File: config.mk
export PLATFORM = sky130hd
export DESIGN_NAME = tcu_capture_unit
export DESIGN_NICKNAME = d
export VERILOG_FILES = /design/src/design/tcu_pkg.sv /design/src/design/tcu_edge_qual.sv /design/src/design/tcu_capture_unit.sv
export VERILOG_INCLUDE_DIRS = /design/src /design/src/design
export SDC_FILE = /design/constraint.sdc
export NUM_CORES = 1
export LEC_CHECK = 0
export BUFFER_PORTS_ARGS = -buffer_cell sky130_fd_sc_hd__buf_2
export CORE_MARGIN = 3
export CORE_UTILIZATION = 58
export DETAILED_ROUTE_END_ITERATION = 6
export PLACE_DENSITY = 0.85
export SLEW_MARGIN = 15
export SYNTH_ARGS = -nofsm -noshare
export SYNTH_HDL_FRONTEND = slang
export SYNTH_SLANG_ARGS = --single-unit
File: constraint.sdc
create_clock -name mclk -period 3.5 [get_ports mclk]
set_input_delay 0.7 -clock mclk [delete_from_list [all_inputs] [get_ports mclk]]
set_output_delay 0.7 -clock mclk [all_outputs]
set_load 0.03 [all_outputs]
File: src/design/tcu_regs.svh
/*
 Register offsets, field positions, reset values and prescaler match values of the
 capture unit. Assumes an AXI4-Lite slave with 32-bit data, one word per register.
*/
// What this block does
// - On each qualified event copy the 16-bit time base into the capture pair.
// - Mode selects falling, rising, every 4th or every 16th rising edge.
// - Every capture sets the capture event flag.
// - A new capture overwrites an unread value without protection.
// - With the pin as output, a latch write changing the level may capture.
// - A mode change may set the flag spuriously.
// - Prescaler counter held clear when off or not in capture mode.
// - Every reset clears the prescaler counter.
// - Changing between capture prescales does not clear the counter.
// - In sleep with instruction clock the timer holds, then resumes.
// - With external clock, capture keeps working during sleep.
// - Capture logic identical in all four unit instances.
`ifndef TCU_REGS_SVH
`define TCU_REGS_SVH

`define TCU_OFF_CONTROL    8'h00
`define TCU_OFF_VALUE_LOW  8'h04
`define TCU_OFF_VALUE_HIGH 8'h08
`define TCU_OFF_FLAG       8'h0C
`define TCU_OFF_ENABLE     8'h10
`define TCU_OFF_PIN        8'h14
`define TCU_OFF_TIMEBASE   8'h18

`define TCU_CONTROL_RESET  8'h00
`define TCU_MODE_LSB       0
`define TCU_MODE_MSB       3

`define TCU_PIN_DIR_BIT    0
`define TCU_PIN_LATCH_BIT  1
`define TCU_PIN_LEVEL_BIT  2

`define TCU_TB_RUN_BIT     0
`define TCU_TB_EXT_BIT     1

`define TCU_PRESCALE_4     4'h3
`define TCU_PRESCALE_16    4'hF

`define TCU_RESP_OKAY      2'b00
`define TCU_RESP_SLVERR    2'b10

`endif

File: src/design/tcu_pkg.sv
/*
 Types of the capture unit.
 Assumes tcu_regs.svh supplies the numeric constants.
*/
package tcu_pkg;
    // Capture mode codes of the unit mode select field
    typedef enum logic [3:0] {
        TCU_MODE_OFF     = 4'b0000,
        TCU_MODE_FALL    = 4'b0100,
        TCU_MODE_RISE    = 4'b0101,
        TCU_MODE_RISE4   = 4'b0110,
        TCU_MODE_RISE16  = 4'b0111
    } tcu_mode_t;
endpackage : tcu_pkg

File: src/design/tcu_edge_qual.sv
/*
 Edge qualifier: synchronises the pin, detects edges and applies the
 edge prescaler. Assumes mclk domain and synchronous reset.
*/
`timescale 1ns/1ps
`include "tcu_regs.svh"
module tcu_edge_qual (
    input  wire logic       mclk,      // System clock
    input  wire logic       sys_rst,   // Synchronous reset
    input  wire logic       pin_level, // Effective pin level, async
    input  wire logic [3:0] mode,      // Unit mode select
    output logic            event_hit  // Qualified capture event pulse
);
    logic       sync_a;
    logic       sync_b;
    logic       level_d;
    logic [3:0] prescale;
    logic [3:0] next_prescale;
    logic       is_capture;
    logic       rise;
    logic       fall;
    logic       hit_rise4;
    logic       hit_rise16;
    logic       next_hit;

    // Capture modes occupy codes 0100..0111
    assign is_capture = (mode[3:2] == 2'b01);
    assign rise       = sync_b & ~level_d;
    assign fall       = ~sync_b & level_d;
    assign hit_rise4  = rise && ({2'b00, prescale[1:0]} == `TCU_PRESCALE_4);
    assign hit_rise16 = rise && (prescale == `TCU_PRESCALE_16);

    // Counter keeps running across prescale changes, so a switch may fire early
    always_comb begin
        next_hit      = 1'b0;
        next_prescale = prescale;
        if (!is_capture) begin
            next_prescale = 4'h0;
        end else begin
            case (mode)
                tcu_pkg::TCU_MODE_FALL:  next_hit = fall;
                tcu_pkg::TCU_MODE_RISE:  next_hit = rise;
                tcu_pkg::TCU_MODE_RISE4: next_hit = hit_rise4;
                tcu_pkg::TCU_MODE_RISE16: next_hit = hit_rise16;
                default:                 next_hit = 1'b0;
            endcase
            if (rise) begin
                next_prescale = prescale + 4'h1;
            end
        end
    end

    // Two-stage synchroniser; only sync_b feeds the edge logic
    always_ff @(posedge mclk) begin
        sync_a <= pin_level;
        sync_b <= sync_a;
    end

    always_ff @(posedge mclk) begin
        if (sys_rst) begin
            level_d   <= 1'b0;
            prescale  <= 4'h0;
            event_hit <= 1'b0;
        end else begin
            level_d   <= sync_b;
            prescale  <= next_prescale;
            event_hit <= next_hit;
        end
    end
endmodule : tcu_edge_qual

File: src/design/tcu_capture_unit.sv
/*
 Input capture unit with its 16-bit time base and an AXI4-Lite register
 slave. Assumes a single mclk domain; the pin and the external time base
 tick are asynchronous and are synchronised here.
*/
`timescale 1ns/1ps
`include "tcu_regs.svh"
module tcu_capture_unit (
    input  wire logic        mclk,          // System clock, 250 MHz
    input  wire logic        sys_rst,       // Synchronous reset, active high
    input  wire logic        sleep,         // Device asleep, level
    input  wire logic        ext_tick,      // External time base clock, async
    input  wire logic        pin_in,        // Capture pin level, async
    output logic             pin_out,       // Capture pin output level
    output logic             pin_oe,        // Capture pin output enable
    output logic             irq,           // Level interrupt
    input  wire logic [7:0]  s_axi_awaddr,  // Write address
    input  wire logic        s_axi_awvalid, // Write address valid
    output logic             s_axi_awready, // Write address ready
    input  wire logic [31:0] s_axi_wdata,   // Write data
    input  wire logic [3:0]  s_axi_wstrb,   // Write strobes
    input  wire logic        s_axi_wvalid,  // Write data valid
    output logic             s_axi_wready,  // Write data ready
    output logic [1:0]       s_axi_bresp,   // Write response
    output logic             s_axi_bvalid,  // Write response valid
    input  wire logic        s_axi_bready,  // Write response ready
    input  wire logic [7:0]  s_axi_araddr,  // Read address
    input  wire logic        s_axi_arvalid, // Read address valid
    output logic             s_axi_arready, // Read address ready
    output logic [31:0]      s_axi_rdata,   // Read data
    output logic [1:0]       s_axi_rresp,   // Read response
    output logic             s_axi_rvalid,  // Read data valid
    input  wire logic        s_axi_rready   // Read data ready
);
    logic [7:0]  unit_control;
    logic [7:0]  capture_value_low;
    logic [7:0]  capture_value_high;
    logic        capture_event_flag;
    logic        capture_event_irq_enable;
    logic        pin_direction_bit;   // 1 = input
    logic        pin_latch;
    logic        tb_run;
    logic        tb_ext;
    logic [15:0] timebase_count;
    logic        tick_a;
    logic        tick_b;
    logic        tick_d;
    logic        event_hit;
    logic        pin_level;
    logic        tb_step;
    logic        pin_a;
    logic        pin_b;

    // Write channel state
    logic [7:0]  aw_addr;
    logic        aw_held;
    logic [31:0] w_data;
    logic [3:0]  w_strb;
    logic        w_held;
    logic        wr_go;
    logic        wr_ok;
    logic [7:0]  wr_byte;
    logic        wr_lane0;
    logic        next_flag;
    logic        clr_flag;

    // Read path
    logic        rd_go;
    logic [31:0] rd_word;
    logic        rd_ok;

    // Pin as output drives the latch back into the detector
    assign pin_level = pin_direction_bit ? pin_b : pin_latch;

    // Same qualifier serves every unit instance, so capture never differs
    tcu_edge_qual u_edge_qual (
        .mclk      (mclk),
        .sys_rst   (sys_rst),
        .pin_level (pin_level),
        .mode      (unit_control[`TCU_MODE_MSB:`TCU_MODE_LSB]),
        .event_hit (event_hit)
    );

    // Pin and external tick each cross by two flops before any logic reads them
    always_ff @(posedge mclk) begin
        tick_a <= ext_tick;
        tick_b <= tick_a;
        pin_a  <= pin_in;
        pin_b  <= pin_a;
    end

    // Instruction clock source stops in sleep; external source keeps counting
    assign tb_step = tb_run && (tb_ext ? (tick_b & ~tick_d) : ~sleep);

    always_ff @(posedge mclk) begin
        if (sys_rst) begin
            tick_d         <= 1'b0;
            timebase_count <= 16'h0000;
        end else begin
            tick_d <= tick_b;
            if (tb_step) begin
                timebase_count <= timebase_count + 16'h0001;
            end
        end
    end

    // Write decode: both channels held, then one write per response
    assign wr_go    = aw_held && w_held && !s_axi_bvalid;
    assign wr_byte  = w_data[7:0];
    assign wr_lane0 = w_strb[0];
    assign wr_ok    = (aw_addr == `TCU_OFF_CONTROL) || (aw_addr == `TCU_OFF_VALUE_LOW) ||
                      (aw_addr == `TCU_OFF_VALUE_HIGH) || (aw_addr == `TCU_OFF_FLAG) ||
                      (aw_addr == `TCU_OFF_ENABLE) || (aw_addr == `TCU_OFF_PIN) ||
                      (aw_addr == `TCU_OFF_TIMEBASE);
    assign clr_flag = wr_go && wr_lane0 && (aw_addr == `TCU_OFF_FLAG) && wr_byte[0];
    // Set wins over a clear in the same cycle; mode writes may set it falsely
    assign next_flag = event_hit | (capture_event_flag & ~clr_flag);

    always_ff @(posedge mclk) begin
        if (sys_rst) begin
            aw_held       <= 1'b0;
            aw_addr       <= 8'h00;
            s_axi_awready <= 1'b0;
        end else begin
            s_axi_awready <= !aw_held && !s_axi_awready;
            if (s_axi_awvalid && s_axi_awready) begin
                aw_held <= 1'b1;
                aw_addr <= s_axi_awaddr;
            end else if (wr_go) begin
                aw_held <= 1'b0;
            end
        end
    end

    always_ff @(posedge mclk) begin
        if (sys_rst) begin
            w_held       <= 1'b0;
            w_data       <= 32'h0000_0000;
            w_strb       <= 4'h0;
            s_axi_wready <= 1'b0;
        end else begin
            s_axi_wready <= !w_held && !s_axi_wready;
            if (s_axi_wvalid && s_axi_wready) begin
                w_held <= 1'b1;
                w_data <= s_axi_wdata;
                w_strb <= s_axi_wstrb;
            end else if (wr_go) begin
                w_held <= 1'b0;
            end
        end
    end

    always_ff @(posedge mclk) begin
        if (sys_rst) begin
            s_axi_bvalid <= 1'b0;
            s_axi_bresp  <= `TCU_RESP_OKAY;
        end else if (wr_go) begin
            s_axi_bvalid <= 1'b1;
            s_axi_bresp  <= wr_ok ? `TCU_RESP_OKAY : `TCU_RESP_SLVERR;
        end else if (s_axi_bready) begin
            s_axi_bvalid <= 1'b0;
        end
    end

    // Control and configuration registers, written through byte lane 0
    always_ff @(posedge mclk) begin
        if (sys_rst) begin
            unit_control             <= `TCU_CONTROL_RESET;
            capture_event_irq_enable <= 1'b0;
            pin_direction_bit        <= 1'b1;
            pin_latch                <= 1'b0;
            tb_run                   <= 1'b0;
            tb_ext                   <= 1'b0;
        end else if (wr_go && wr_lane0) begin
            if (aw_addr == `TCU_OFF_CONTROL) begin
                unit_control <= wr_byte;
            end
            if (aw_addr == `TCU_OFF_ENABLE) begin
                capture_event_irq_enable <= wr_byte[0];
            end
            if (aw_addr == `TCU_OFF_PIN) begin
                pin_direction_bit <= wr_byte[`TCU_PIN_DIR_BIT];
                pin_latch         <= wr_byte[`TCU_PIN_LATCH_BIT];
            end
            if (aw_addr == `TCU_OFF_TIMEBASE) begin
                tb_run <= wr_byte[`TCU_TB_RUN_BIT];
                tb_ext <= wr_byte[`TCU_TB_EXT_BIT];
            end
        end
    end

    // Capture pair: a hardware capture beats a software write
    always_ff @(posedge mclk) begin
        if (sys_rst) begin
            capture_value_low  <= 8'h00;
            capture_value_high <= 8'h00;
        end else if (event_hit) begin
            capture_value_low  <= timebase_count[7:0];
            capture_value_high <= timebase_count[15:8];
        end else if (wr_go && wr_lane0) begin
            if (aw_addr == `TCU_OFF_VALUE_LOW) begin
                capture_value_low <= wr_byte;
            end
            if (aw_addr == `TCU_OFF_VALUE_HIGH) begin
                capture_value_high <= wr_byte;
            end
        end
    end

    // Sticky flag and interrupt output
    always_ff @(posedge mclk) begin
        if (sys_rst) begin
            capture_event_flag <= 1'b0;
            irq                <= 1'b0;
        end else begin
            capture_event_flag <= next_flag;
            irq                <= next_flag & capture_event_irq_enable;
        end
    end

    // Pin drive follows the direction bit and output latch
    always_ff @(posedge mclk) begin
        if (sys_rst) begin
            pin_out <= 1'b0;
            pin_oe  <= 1'b0;
        end else begin
            pin_out <= pin_latch;
            pin_oe  <= !pin_direction_bit;
        end
    end

    // Read decode
    assign rd_go = s_axi_arvalid && s_axi_arready;
    always_comb begin
        rd_word = 32'h0000_0000;
        rd_ok   = 1'b1;
        case (s_axi_araddr)
            `TCU_OFF_CONTROL:    rd_word = {24'h00_0000, unit_control};
            `TCU_OFF_VALUE_LOW:  rd_word = {24'h00_0000, capture_value_low};
            `TCU_OFF_VALUE_HIGH: rd_word = {24'h00_0000, capture_value_high};
            `TCU_OFF_FLAG:       rd_word = {31'h0000_0000, capture_event_flag};
            `TCU_OFF_ENABLE:     rd_word = {31'h0000_0000, capture_event_irq_enable};
            `TCU_OFF_PIN:        rd_word = {29'h0000_0000, pin_level, pin_latch,
                                            pin_direction_bit};
            `TCU_OFF_TIMEBASE:   rd_word = {timebase_count, 14'h0000, tb_ext, tb_run};
            default:             rd_ok   = 1'b0;
        endcase
    end

    // One read at a time; ready drops while the answer stands
    always_ff @(posedge mclk) begin
        if (sys_rst) begin
            s_axi_arready <= 1'b0;
            s_axi_rvalid  <= 1'b0;
            s_axi_rdata   <= 32'h0000_0000;
            s_axi_rresp   <= `TCU_RESP_OKAY;
        end else if (rd_go) begin
            s_axi_arready <= 1'b0;
            s_axi_rvalid  <= 1'b1;
            s_axi_rdata   <= rd_word;
            s_axi_rresp   <= rd_ok ? `TCU_RESP_OKAY : `TCU_RESP_SLVERR;
        end else if (s_axi_rvalid) begin
            if (s_axi_rready) begin
                s_axi_rvalid <= 1'b0;
            end
        end else begin
            s_axi_arready <= 1'b1;
        end
    end
endmodule : tcu_capture_unit

==> results.md, run 1 <==
| Stage | Parameter | Value |
|---|---|---|
| critical path | R2R setup slack | 0.94 ns |
| final layout | Share of post-route cells with drive strength above 1 | 18.10% |
| yosys | Yosys warning total | 0 |
| yosys | Cell count after synthesis | 525 |
| critical path | Worst-path cell with the longest stage delay | sky130_fd_sc_hd__nor4_4 |
| global routing | Gr ovfl total | 0 |
| critical path | Kind of capture point of the worst setup path | flop |
| yosys | Library cell occupying the most area in the post-synthesis netlist | sky130_fd_sc_hd__dfxtp_1 |
| flow run | Total of max-cap violations | 0 |
| cts | Total clock buffers created by CTS | 9 |
| cts | Clock tree from TritonCTS | built |
| critical path | Dominant delay contributor by cell family on the critical path | simple AND/OR/NAND/NOR gates |
| floorplanning | Die width | 96.63 um |
| timing | Maximum clock frequency | 391.1 MHz |
| timing | Worst-Margin Slew | 0.9506 ns |
| global routing | Global-route wire length before repair | 17930 um |
| timing | RSZ-0062 raised after global routing | no |
| yosys | Count of different cell masters after synthesis | 64 |
| placement | Count of port buffers added during placement | 68 |
| cts | Number of hold buffers added after CTS | 0 |
| final layout | Number of diodes added for antenna fixing | 0 |
| power and ir drop | Internal power component | 1.717 mW |
| route | Number of design-rule violations left by the first detailed-router iteration | 239 |
| yosys | Most used flip-flop cell after synthesis | sky130_fd_sc_hd__dfxtp_1 |
| power and ir drop | Power per standard cell area | 426.9 nW/um2 |
| critical path | Combined buffer and inverter count along the critical path | 0 |
| final layout | Final #Nets | 639 |
| timing | Final Max Tran Viols | 0 |
| cts | Worst-Skew Late Latency | 0.37 ns |
| critical path | Crit path cell chain | or4_4 > nor4_4 > nor3_1 > a2111oi_0 |
| placement | Placed Cells | 666 |
| global routing | Antenna violations before repair | 0 |
| route | Vias post-DR | 4009 |
| route | Final ANT Viol Nets | 0 |
| route | Average routed wire per standard cell | 15.63 um |
| timing | Setup_tns | 0 ns |
| floorplanning | Top-level I/O count | 106 |
| yosys | Share of the synthesized area in the top cell type | 47.07% |
| floorplanning | Height of the die | 96.63 um |
| cts | CTS Root Buffer Type | sky130_fd_sc_hd__clkbuf_8 |
| floorplanning | Initial standard-cell utilization of the core | 60.70% |
| cts | Clk slew on worst S/H paths | 0.10 ns |
| cts | Buffer count from post-CTS setup fixing | 0 |
| timing | Min cycle time layout | 2.557 ns |
| power and ir drop | Switching share of total power | 24.10% |
| timing | Final cycle utilization of the critical path | 73.05% |
| yosys | Top cells by instance count after synthesis | sky130_fd_sc_hd__dfxtp_1, sky130_fd_sc_hd__nor2_1, sky130_fd_sc_hd__nand2_1 |
| yosys | Number of flops mapped to enable cells by yosys | 0 |
| yosys | Total standard cell area after synthesis | 4763 um2 |
| placement | Total half-perimeter wirelength after legalization and detailed placement | 7667 um |
| route | Drt via density | 5.878 |
| cts | Maximum clock path buffer count | 2 |
| yosys | Avg Synthesized Cell Area | 9.073 um2 |
| placement | Final GP Congestion | 0.8996 |
| power and ir drop | Peak supply drop | 0.2886 mV |
| global routing | Overall routing resource usage | 22.81% |
| global routing | Largest net degree at the start of global routing | 58 |
| yosys | Flip-flop and latch count after synthesis | 112 |
| timing | Final-report hold violation count | 0 |
| cts | Resized Gates After CTS | 0 |
| timing | Finish-stage setup viols | 0 |
| timing | Worst Clk Skew | 0.005724 ns |
| global routing | Via count of the first global-routing pass | 3893 |
| critical path | Critical Path AT | 2.78 ns |
| min path | Worst hold path class | flop to flop |
| critical path | Kind of launch point of the worst setup path | flop |
| yosys | Library cell with the highest instance count after synthesis | sky130_fd_sc_hd__dfxtp_1 |
| critical path | Biggest cell delay along the critical path | 0.86 ns |
| floorplanning | Die outline area | 9336 um2 |
| power and ir drop | Comb power frac | 6.8% |
| cts | Clk sink count | 112 |
| critical path | Crit Path Max Fanout | 16 |
| critical path | Data required time at the worst endpoint | 3.72 ns |
| cts | H-tree depth | 3 |
| outcome | Status | finished, final reports clean |
| power and ir drop | Part of the total power dissipated in the clock network | 35.0% |
| final layout | Final cell count without fillers | 682 |
| final layout | Fill cells | 641 |
| yosys | Post-synthesis async set-or-reset flop share | 0% |
| route | DRT Pass-1 Iters | 4 |
| final layout | Area overhead of the layout relative to synthesis | 11.24% |
| yosys | Share of the yosys chip area belonging to registers | 47.07% |
| power and ir drop | Total power draw | 2.262 mW |
| floorplanning | # rows | 32 |
| critical path | Crit Path Class | flop to flop |
| route | Wire length reported by the detailed router | 10660 um |
| floorplanning | Area of the placeable core | 7848 um2 |
| power and ir drop | Static leakage power | 1.970 nW |
| timing | Worst slew margin relative to its limit | 36.15% |
| yosys | Cell types with the largest area share after synthesis | sky130_fd_sc_hd__dfxtp_1, sky130_fd_sc_hd__nor2_1, sky130_fd_sc_hd__mux2i_1 |
| power and ir drop | Part of the total power dissipated in sequential elements | 58.2% |
| power and ir drop | Reported net switching power | 0.5453 mW |
| route | Remaining routing DRC violations | 0 |
-- layer usage --
layer	track usage [%]	routed length, um	vias up	part of all wire (%)
li1	-	-	1958	-
met2	37.05	5153	115	48
met5	0	0	-	0
met1	28.61	4636	1909	43
met3	4.037	533	27	5.0
met4	12.74	334	0	3.1
-- final timing paths --
path | from | to | cells past startpoint
min | tick_a | tick_b | 0
min reg2reg | tick_a | tick_b | 0
max | aw_addr[6] | capture_value_low[7] | 4
max reg2reg | aw_addr[6] | capture_value_low[7] | 4
-- state kept, by name, indices dropped and copies added (netlist names), 4 cells and up --
signal,flops
s_axi_rdata,24
timebase_count,16
aw_addr,8
capture_value_high,8
capture_value_low,8
unit_control,8
w_data,8
u_edge_qual.prescale,4
-- final cells by class --
cell class                 instances  area, um2  share of cell area, %
timing repair buffer              73      390.4                  7.367
multi-input combinational        365       2280                  43.02
clock buffer                      12      155.1                  2.928
inverter                          14      52.55                 0.9917
sequential                       112       2242                  42.31
tap                              102      127.6                  2.408
clock inverter                     4      51.30                 0.9681
-- power by group through the flow --
| stage | Clock (mW) | Combinational (mW) | Sequential [mW] |
|---|---|---|---|
| finish | 0.792 | 0.153 | 1.32 |
| global route | 0.859 | 0.168 | 1.32 |
| CTS | 0.798 | 0.153 | 1.32 |
| detailed placement | 0 | 0.152 | 1.35 |
| global placement | 0 | 0.147 | 1.35 |
| floorplan | 0 | 0.113 | 1.35 |
-- cell families after synthesis --
logic type,share of synthesized area (%)
AND/OR/NAND/NOR,22.75
AO/OA/AOI/OAI,16.60
flip-flops,47.07
buffers and inverters,5.779
multiplexers,5.358
XOR/XNOR,1.839
adder cells (fa/ha/maj),0.5253
other,0.07873
-- per-stage QoR --
step | utilization (%) | setup slack, ns | area (um2) | hold slack (ns)
finish | 67.52 | 0.9434 | 5299 | 0.3353
detailed placement | 64.89 | 0.8337 | 5092 | 0.3136
CTS | 67.52 | 0.9190 | 5299 | 0.3370
global route | 67.52 | 0.8514 | 5299 | 0.3516
global placement | 64.89 | 0.9084 | 5092 | 0.3125
floorplan | - | 1.205 | 4797 | 0.3096
-- cell usage in the layout, fill, tap and decap left out, types with 4 or more instances in the layout --
cell type / instances
sky130_fd_sc_hd__a22o_1: 5
sky130_fd_sc_hd__nand4b_1: 5
sky130_fd_sc_hd__nor3_1: 20
sky130_fd_sc_hd__xor2_1: 4
sky130_fd_sc_hd__a2111oi_0: 7
sky130_fd_sc_hd__a211oi_1: 11
sky130_fd_sc_hd__nor2b_1: 10
sky130_fd_sc_hd__mux2i_1: 21
sky130_fd_sc_hd__a21o_1: 8
sky130_fd_sc_hd__nor2_1: 67
sky130_fd_sc_hd__buf_4: 4
sky130_fd_sc_hd__or4_1: 4
sky130_fd_sc_hd__clkbuf_8: 11
sky130_fd_sc_hd__o21ai_0: 12
sky130_fd_sc_hd__dfxtp_1: 112
sky130_fd_sc_hd__a21oi_1: 32
sky130_fd_sc_hd__nand2_1: 45
sky130_fd_sc_hd__nand4_1: 4
sky130_fd_sc_hd__xnor2_1: 6
sky130_fd_sc_hd__o31ai_1: 4
sky130_fd_sc_hd__nor4_1: 5
sky130_fd_sc_hd__conb_1: 10
sky130_fd_sc_hd__mux2_2: 4
sky130_fd_sc_hd__inv_1: 13
sky130_fd_sc_hd__a22oi_1: 16
sky130_fd_sc_hd__nand3_1: 16
sky130_fd_sc_hd__buf_2: 68
Note: power is estimated with default switching activity, not from simulation.
==> inputs of run 2 (changes only) <==
--- a/config.mk
+++ b/config.mk
@@ -8,9 +8,9 @@
 export LEC_CHECK = 0
 export BUFFER_PORTS_ARGS = -buffer_cell sky130_fd_sc_hd__buf_2
 export CORE_MARGIN = 3
-export CORE_UTILIZATION = 58
+export CORE_UTILIZATION = 49
 export DETAILED_ROUTE_END_ITERATION = 6
-export PLACE_DENSITY = 0.85
+export PLACE_DENSITY = 0.76
 export SLEW_MARGIN = 15
 export SYNTH_ARGS = -nofsm -noshare
 export SYNTH_HDL_FRONTEND = slang
==> constraint.sdc (replaced) <==
create_clock -name mclk -period 2.2 [get_ports mclk]
set_input_delay 0.44 -clock mclk [delete_from_list [all_inputs] [get_ports mclk]]
set_output_delay 0.44 -clock mclk [all_outputs]
set_load 0.03 [all_outputs]
==> run 2 against run 1 <==
Sequential power is 59% higher. Final cell count is 6.2% higher. First-iteration DRC count is 8.8% lower. Routed wire length hardly changed. Highest routed layer unchanged. Critical path depth is 1 higher. Total power is 54% higher. Via count is 0.92% higher. Worst setup slack worse by 0.71 ns. Final area is 2.0% higher.
==> results.md, run 2 (synthesis gave the netlist of run 1 again) <==
| Stage | Parameter | Value | Delta |
|---|---|---|---|
| cts | CTS Root Buffer Type | sky130_fd_sc_hd__clkbuf_8 |  |
| timing | Final Max Tran Viols | 0 | unchanged |
| timing | Worst-Margin Slew | 0.6061 ns | -0.3445 ns |
| timing | Maximum clock frequency | 507.3 MHz | +30% |
| cts | Clk sink count | 112 | unchanged |
| min path | Worst hold path startpoint | ext_tick |  |
| placement | Count of port buffers added during placement | 68 | unchanged |
| outcome | Status | finished, final reports clean |  |
| final layout | Final #Nets | 654 | +2.3% |
| final layout | Register bank with the most flops | s_axi_rdata |  |
| cts | Worst-Skew Late Latency | 0.38 ns | about the same |
| global routing | Global-route wire length before repair | 17770 um | -0.89% |
| route | Final ANT Viol Nets | 0 | unchanged |
| timing | Min cycle time layout | 1.971 ns | -0.5853 ns |
| min path | Worst Hold Path EP | tick_a |  |
| power and ir drop | Static leakage power | 2.023 nW | +2.7% |
| route | Vias post-DR | 4046 | +0.92% |
| cts | Clock tree from TritonCTS | built |  |
| power and ir drop | Peak supply drop | 0.3625 mV | +26% |
| timing | Finish-stage setup viols | 0 | unchanged |
| final layout | Area used by multi-input combinational logic | 2281 um2 | about the same |
| final layout | Most common cell after layout, fill and taps aside | sky130_fd_sc_hd__dfxtp_1 |  |
| floorplanning | Die width | 104.6 um | +8.2% |
| final layout | Largest registers in the final layout | s_axi_rdata x24, timebase_count x16 |  |
| critical path | Worst-path cell with the longest stage delay | sky130_fd_sc_hd__or4_4 |  |
| critical path | Startpoint of the worst register-to-register path | aw_addr[6] |  |
| route | Wire length reported by the detailed router | 10660 um | about the same |
| timing | Final cycle utilization of the critical path | 89.61% | +17 points |
| critical path | Dominant delay contributor by cell family on the critical path | simple AND/OR/NAND/NOR gates |  |
| timing | Worst Clk Skew | 0.01587 ns | +0.01014 ns |
| critical path | R2R Path End | capture_value_low[7] |  |
| final layout | Area overhead of the layout relative to synthesis | 13.50% |  |
| route | Number of design-rule violations left by the first detailed-router iteration | 218 | -8.8% |
| floorplanning | Area of the placeable core | 9328 um2 | +19% |
| critical path | Crit Path Class | flop to flop |  |
| timing | Setup_tns | 0 ns | unchanged |
| critical path | Crit path cell chain | or4_4 > nor4_4 > buf_4 > nor3_1 > a2111oi_1 |  |
| route | DRT Pass-1 Iters | 6 | +2 |
| timing | RSZ-0062 raised after global routing | no |  |
| cts | Total clock buffers created by CTS | 9 | unchanged |
| placement | Final GP Congestion | 0.8640 | -4.0% |
| global routing | Gr ovfl total | 0 | unchanged |
| critical path | Combined buffer and inverter count along the critical path | 1 | +1 |
| global routing | Overall routing resource usage | 19.43% | -3.4 points |
| critical path | R2R setup slack | 0.23 ns | -0.71 ns |
| cts | Maximum clock path buffer count | 2 | unchanged |
| critical path | Biggest cell delay along the critical path | 0.63 ns | -0.23 ns |
| critical path | Kind of launch point of the worst setup path | flop |  |
| floorplanning | Height of the die | 104.6 um | +8.2% |
| final layout | Share of post-route cells with drive strength above 1 | 20.34% | +2.2 points |
| global routing | Largest net degree at the start of global routing | 32 | -45% |
| floorplanning | Die outline area | 10940 um2 | +17% |
| critical path | Path depth of the worst reg2reg path | 5 | +1 |
| final layout | Combined flip-flop and latch cell area | 2242 um2 | unchanged |
| final layout | Fill cells | 849 | +32% |
| critical path | Data required time at the worst endpoint | 2.46 ns | -1.26 ns |
| route | Drt via density | 5.588 | -4.9% |
| timing | Worst slew margin relative to its limit | 59.44% | +23 points |
| floorplanning | Top-level I/O count | 106 | unchanged |
| cts | H-tree depth | 3 | unchanged |
| critical path | Crit Path Max Fanout | 15 | -1 |
| timing | Final-report hold violation count | 0 | unchanged |
| power and ir drop | Power per standard cell area | 643.7 nW/um2 | +51% |
| flow run | Total of max-cap violations | 0 | unchanged |
| critical path | Critical Path AT | 2.23 ns | -0.55 ns |
| final layout | Commonest cells after routing, fill and taps aside | sky130_fd_sc_hd__dfxtp_1, sky130_fd_sc_hd__buf_2, sky130_fd_sc_hd__nor2_1 |  |
| cts | Clk slew on worst S/H paths | 0.10 ns | about the same |
| final layout | Final core utilization | 57.96% | -9.6 points |
| placement | Placed Cells | 708 | +6.3% |
| cts | Buffer count from post-CTS setup fixing | 0 | unchanged |
| final layout | Largest register FFs | 24 | unchanged |
| min path | Worst hold path class | primary input to flop |  |
| global routing | Via count of the first global-routing pass | 3799 | -2.4% |
| placement | Total half-perimeter wirelength after legalization and detailed placement | 7854 um | +2.4% |
| floorplanning | Initial standard-cell utilization of the core | 51.07% | -9.6 points |
| global routing | Antenna violations before repair | 0 | unchanged |
| final layout | Final cell count without fillers | 724 | +6.2% |
| final layout | Number of diodes added for antenna fixing | 0 | unchanged |
| min path | WHS Path Cells | 1 | +1 |
| floorplanning | # rows | 35 | +9.4% |
| route | Remaining routing DRC violations | 0 | unchanged |
| route | Average routed wire per standard cell | 14.73 um | -5.8% |
| critical path | Kind of capture point of the worst setup path | flop |  |
run 2: cell type report:
class | instances | share of cell area, %
clock buffers | 9 | 2.291
clock inverters | 7 | 1.018
inverters | 14 | 0.9720
multi-input cells | 365 | 42.19
flip-flops and latches | 112 | 41.47
well taps | 129 | 2.985
repair buffers | 88 | 9.072
run 2: where the power goes:
| part | switching (mW) | internal (mW) | total, mW | leakage (nW) |
|---|---|---|---|---|
| sequential | 0.0366 | 2.06 | 2.10 | 0.908 |
| combinational | 0.164 | 0.0826 | 0.246 | 1.03 |
| clock | 0.715 | 0.422 | 1.14 | 0.0862 |
| total | 0.915 | 2.56 | 3.48 | 2.02 |
run 2: how the worst max path moves through the flow:
| stage | startpoint | cells after the start | slack [ns] | end |
|---|---|---|---|---|
| floorplan | s_axi_araddr[1] | 4 | 0.16 | s_axi_rdata[3] |
| global placement | s_axi_araddr[1] | 6 | 0.01 | s_axi_rdata[7] |
| detailed placement | s_axi_araddr[1] | 6 | 0.004 | s_axi_rdata[5] |
| CTS | aw_addr[6] | 5 | 0.16 | capture_value_low[7] |
| global route | aw_addr[6] | 5 | 0.08 | capture_value_low[7] |
| finish | aw_addr[6] | 5 | 0.23 | capture_value_low[7] |
run 2: repair_timing:
item	4_1_cts	5_1_grt
setup endpoints to repair	0	1
hold buffers	0	0
gates resized for setup	0	1
run 2: layer usage:
metal,vias to the layer above,wire [um],global-route usage [%]
met1,1940,4837,25.03
li1,1986,-,-
met3,13,512,3.274
met5,-,0,0
met4,0,157,7.029
met2,107,5156,32.84
run 2: worst register-to-register path, delay by kind of cell (launching register included):
kind | cells | cell delay (ns)
AND/OR/NAND/NOR | 3 | 0.96
flip-flops | 1 | 0.32
buffers and inverters | 1 | 0.24
AO/OA/AOI/OAI | 1 | 0.33
run 2: per-stage QoR:
step | hold WS, ns | power (mW) | instance area, um2 | worst slack [ns]
6_report | 0.1696 | 3.480 | 5406 | 0.2287
5_1_grt | 0.1456 | 3.606 | 5406 | 0.07864
4_1_cts | 0.1545 | 3.501 | 5405 | 0.1623
3_5_place_dp | 0.3121 | 2.389 | 5226 | 0.004117
3_3_place_gp | 0.3106 | 2.380 | 5226 | 0.01095
2_1_floorplan | 0.3096 | 2.322 | 4797 | 0.1649
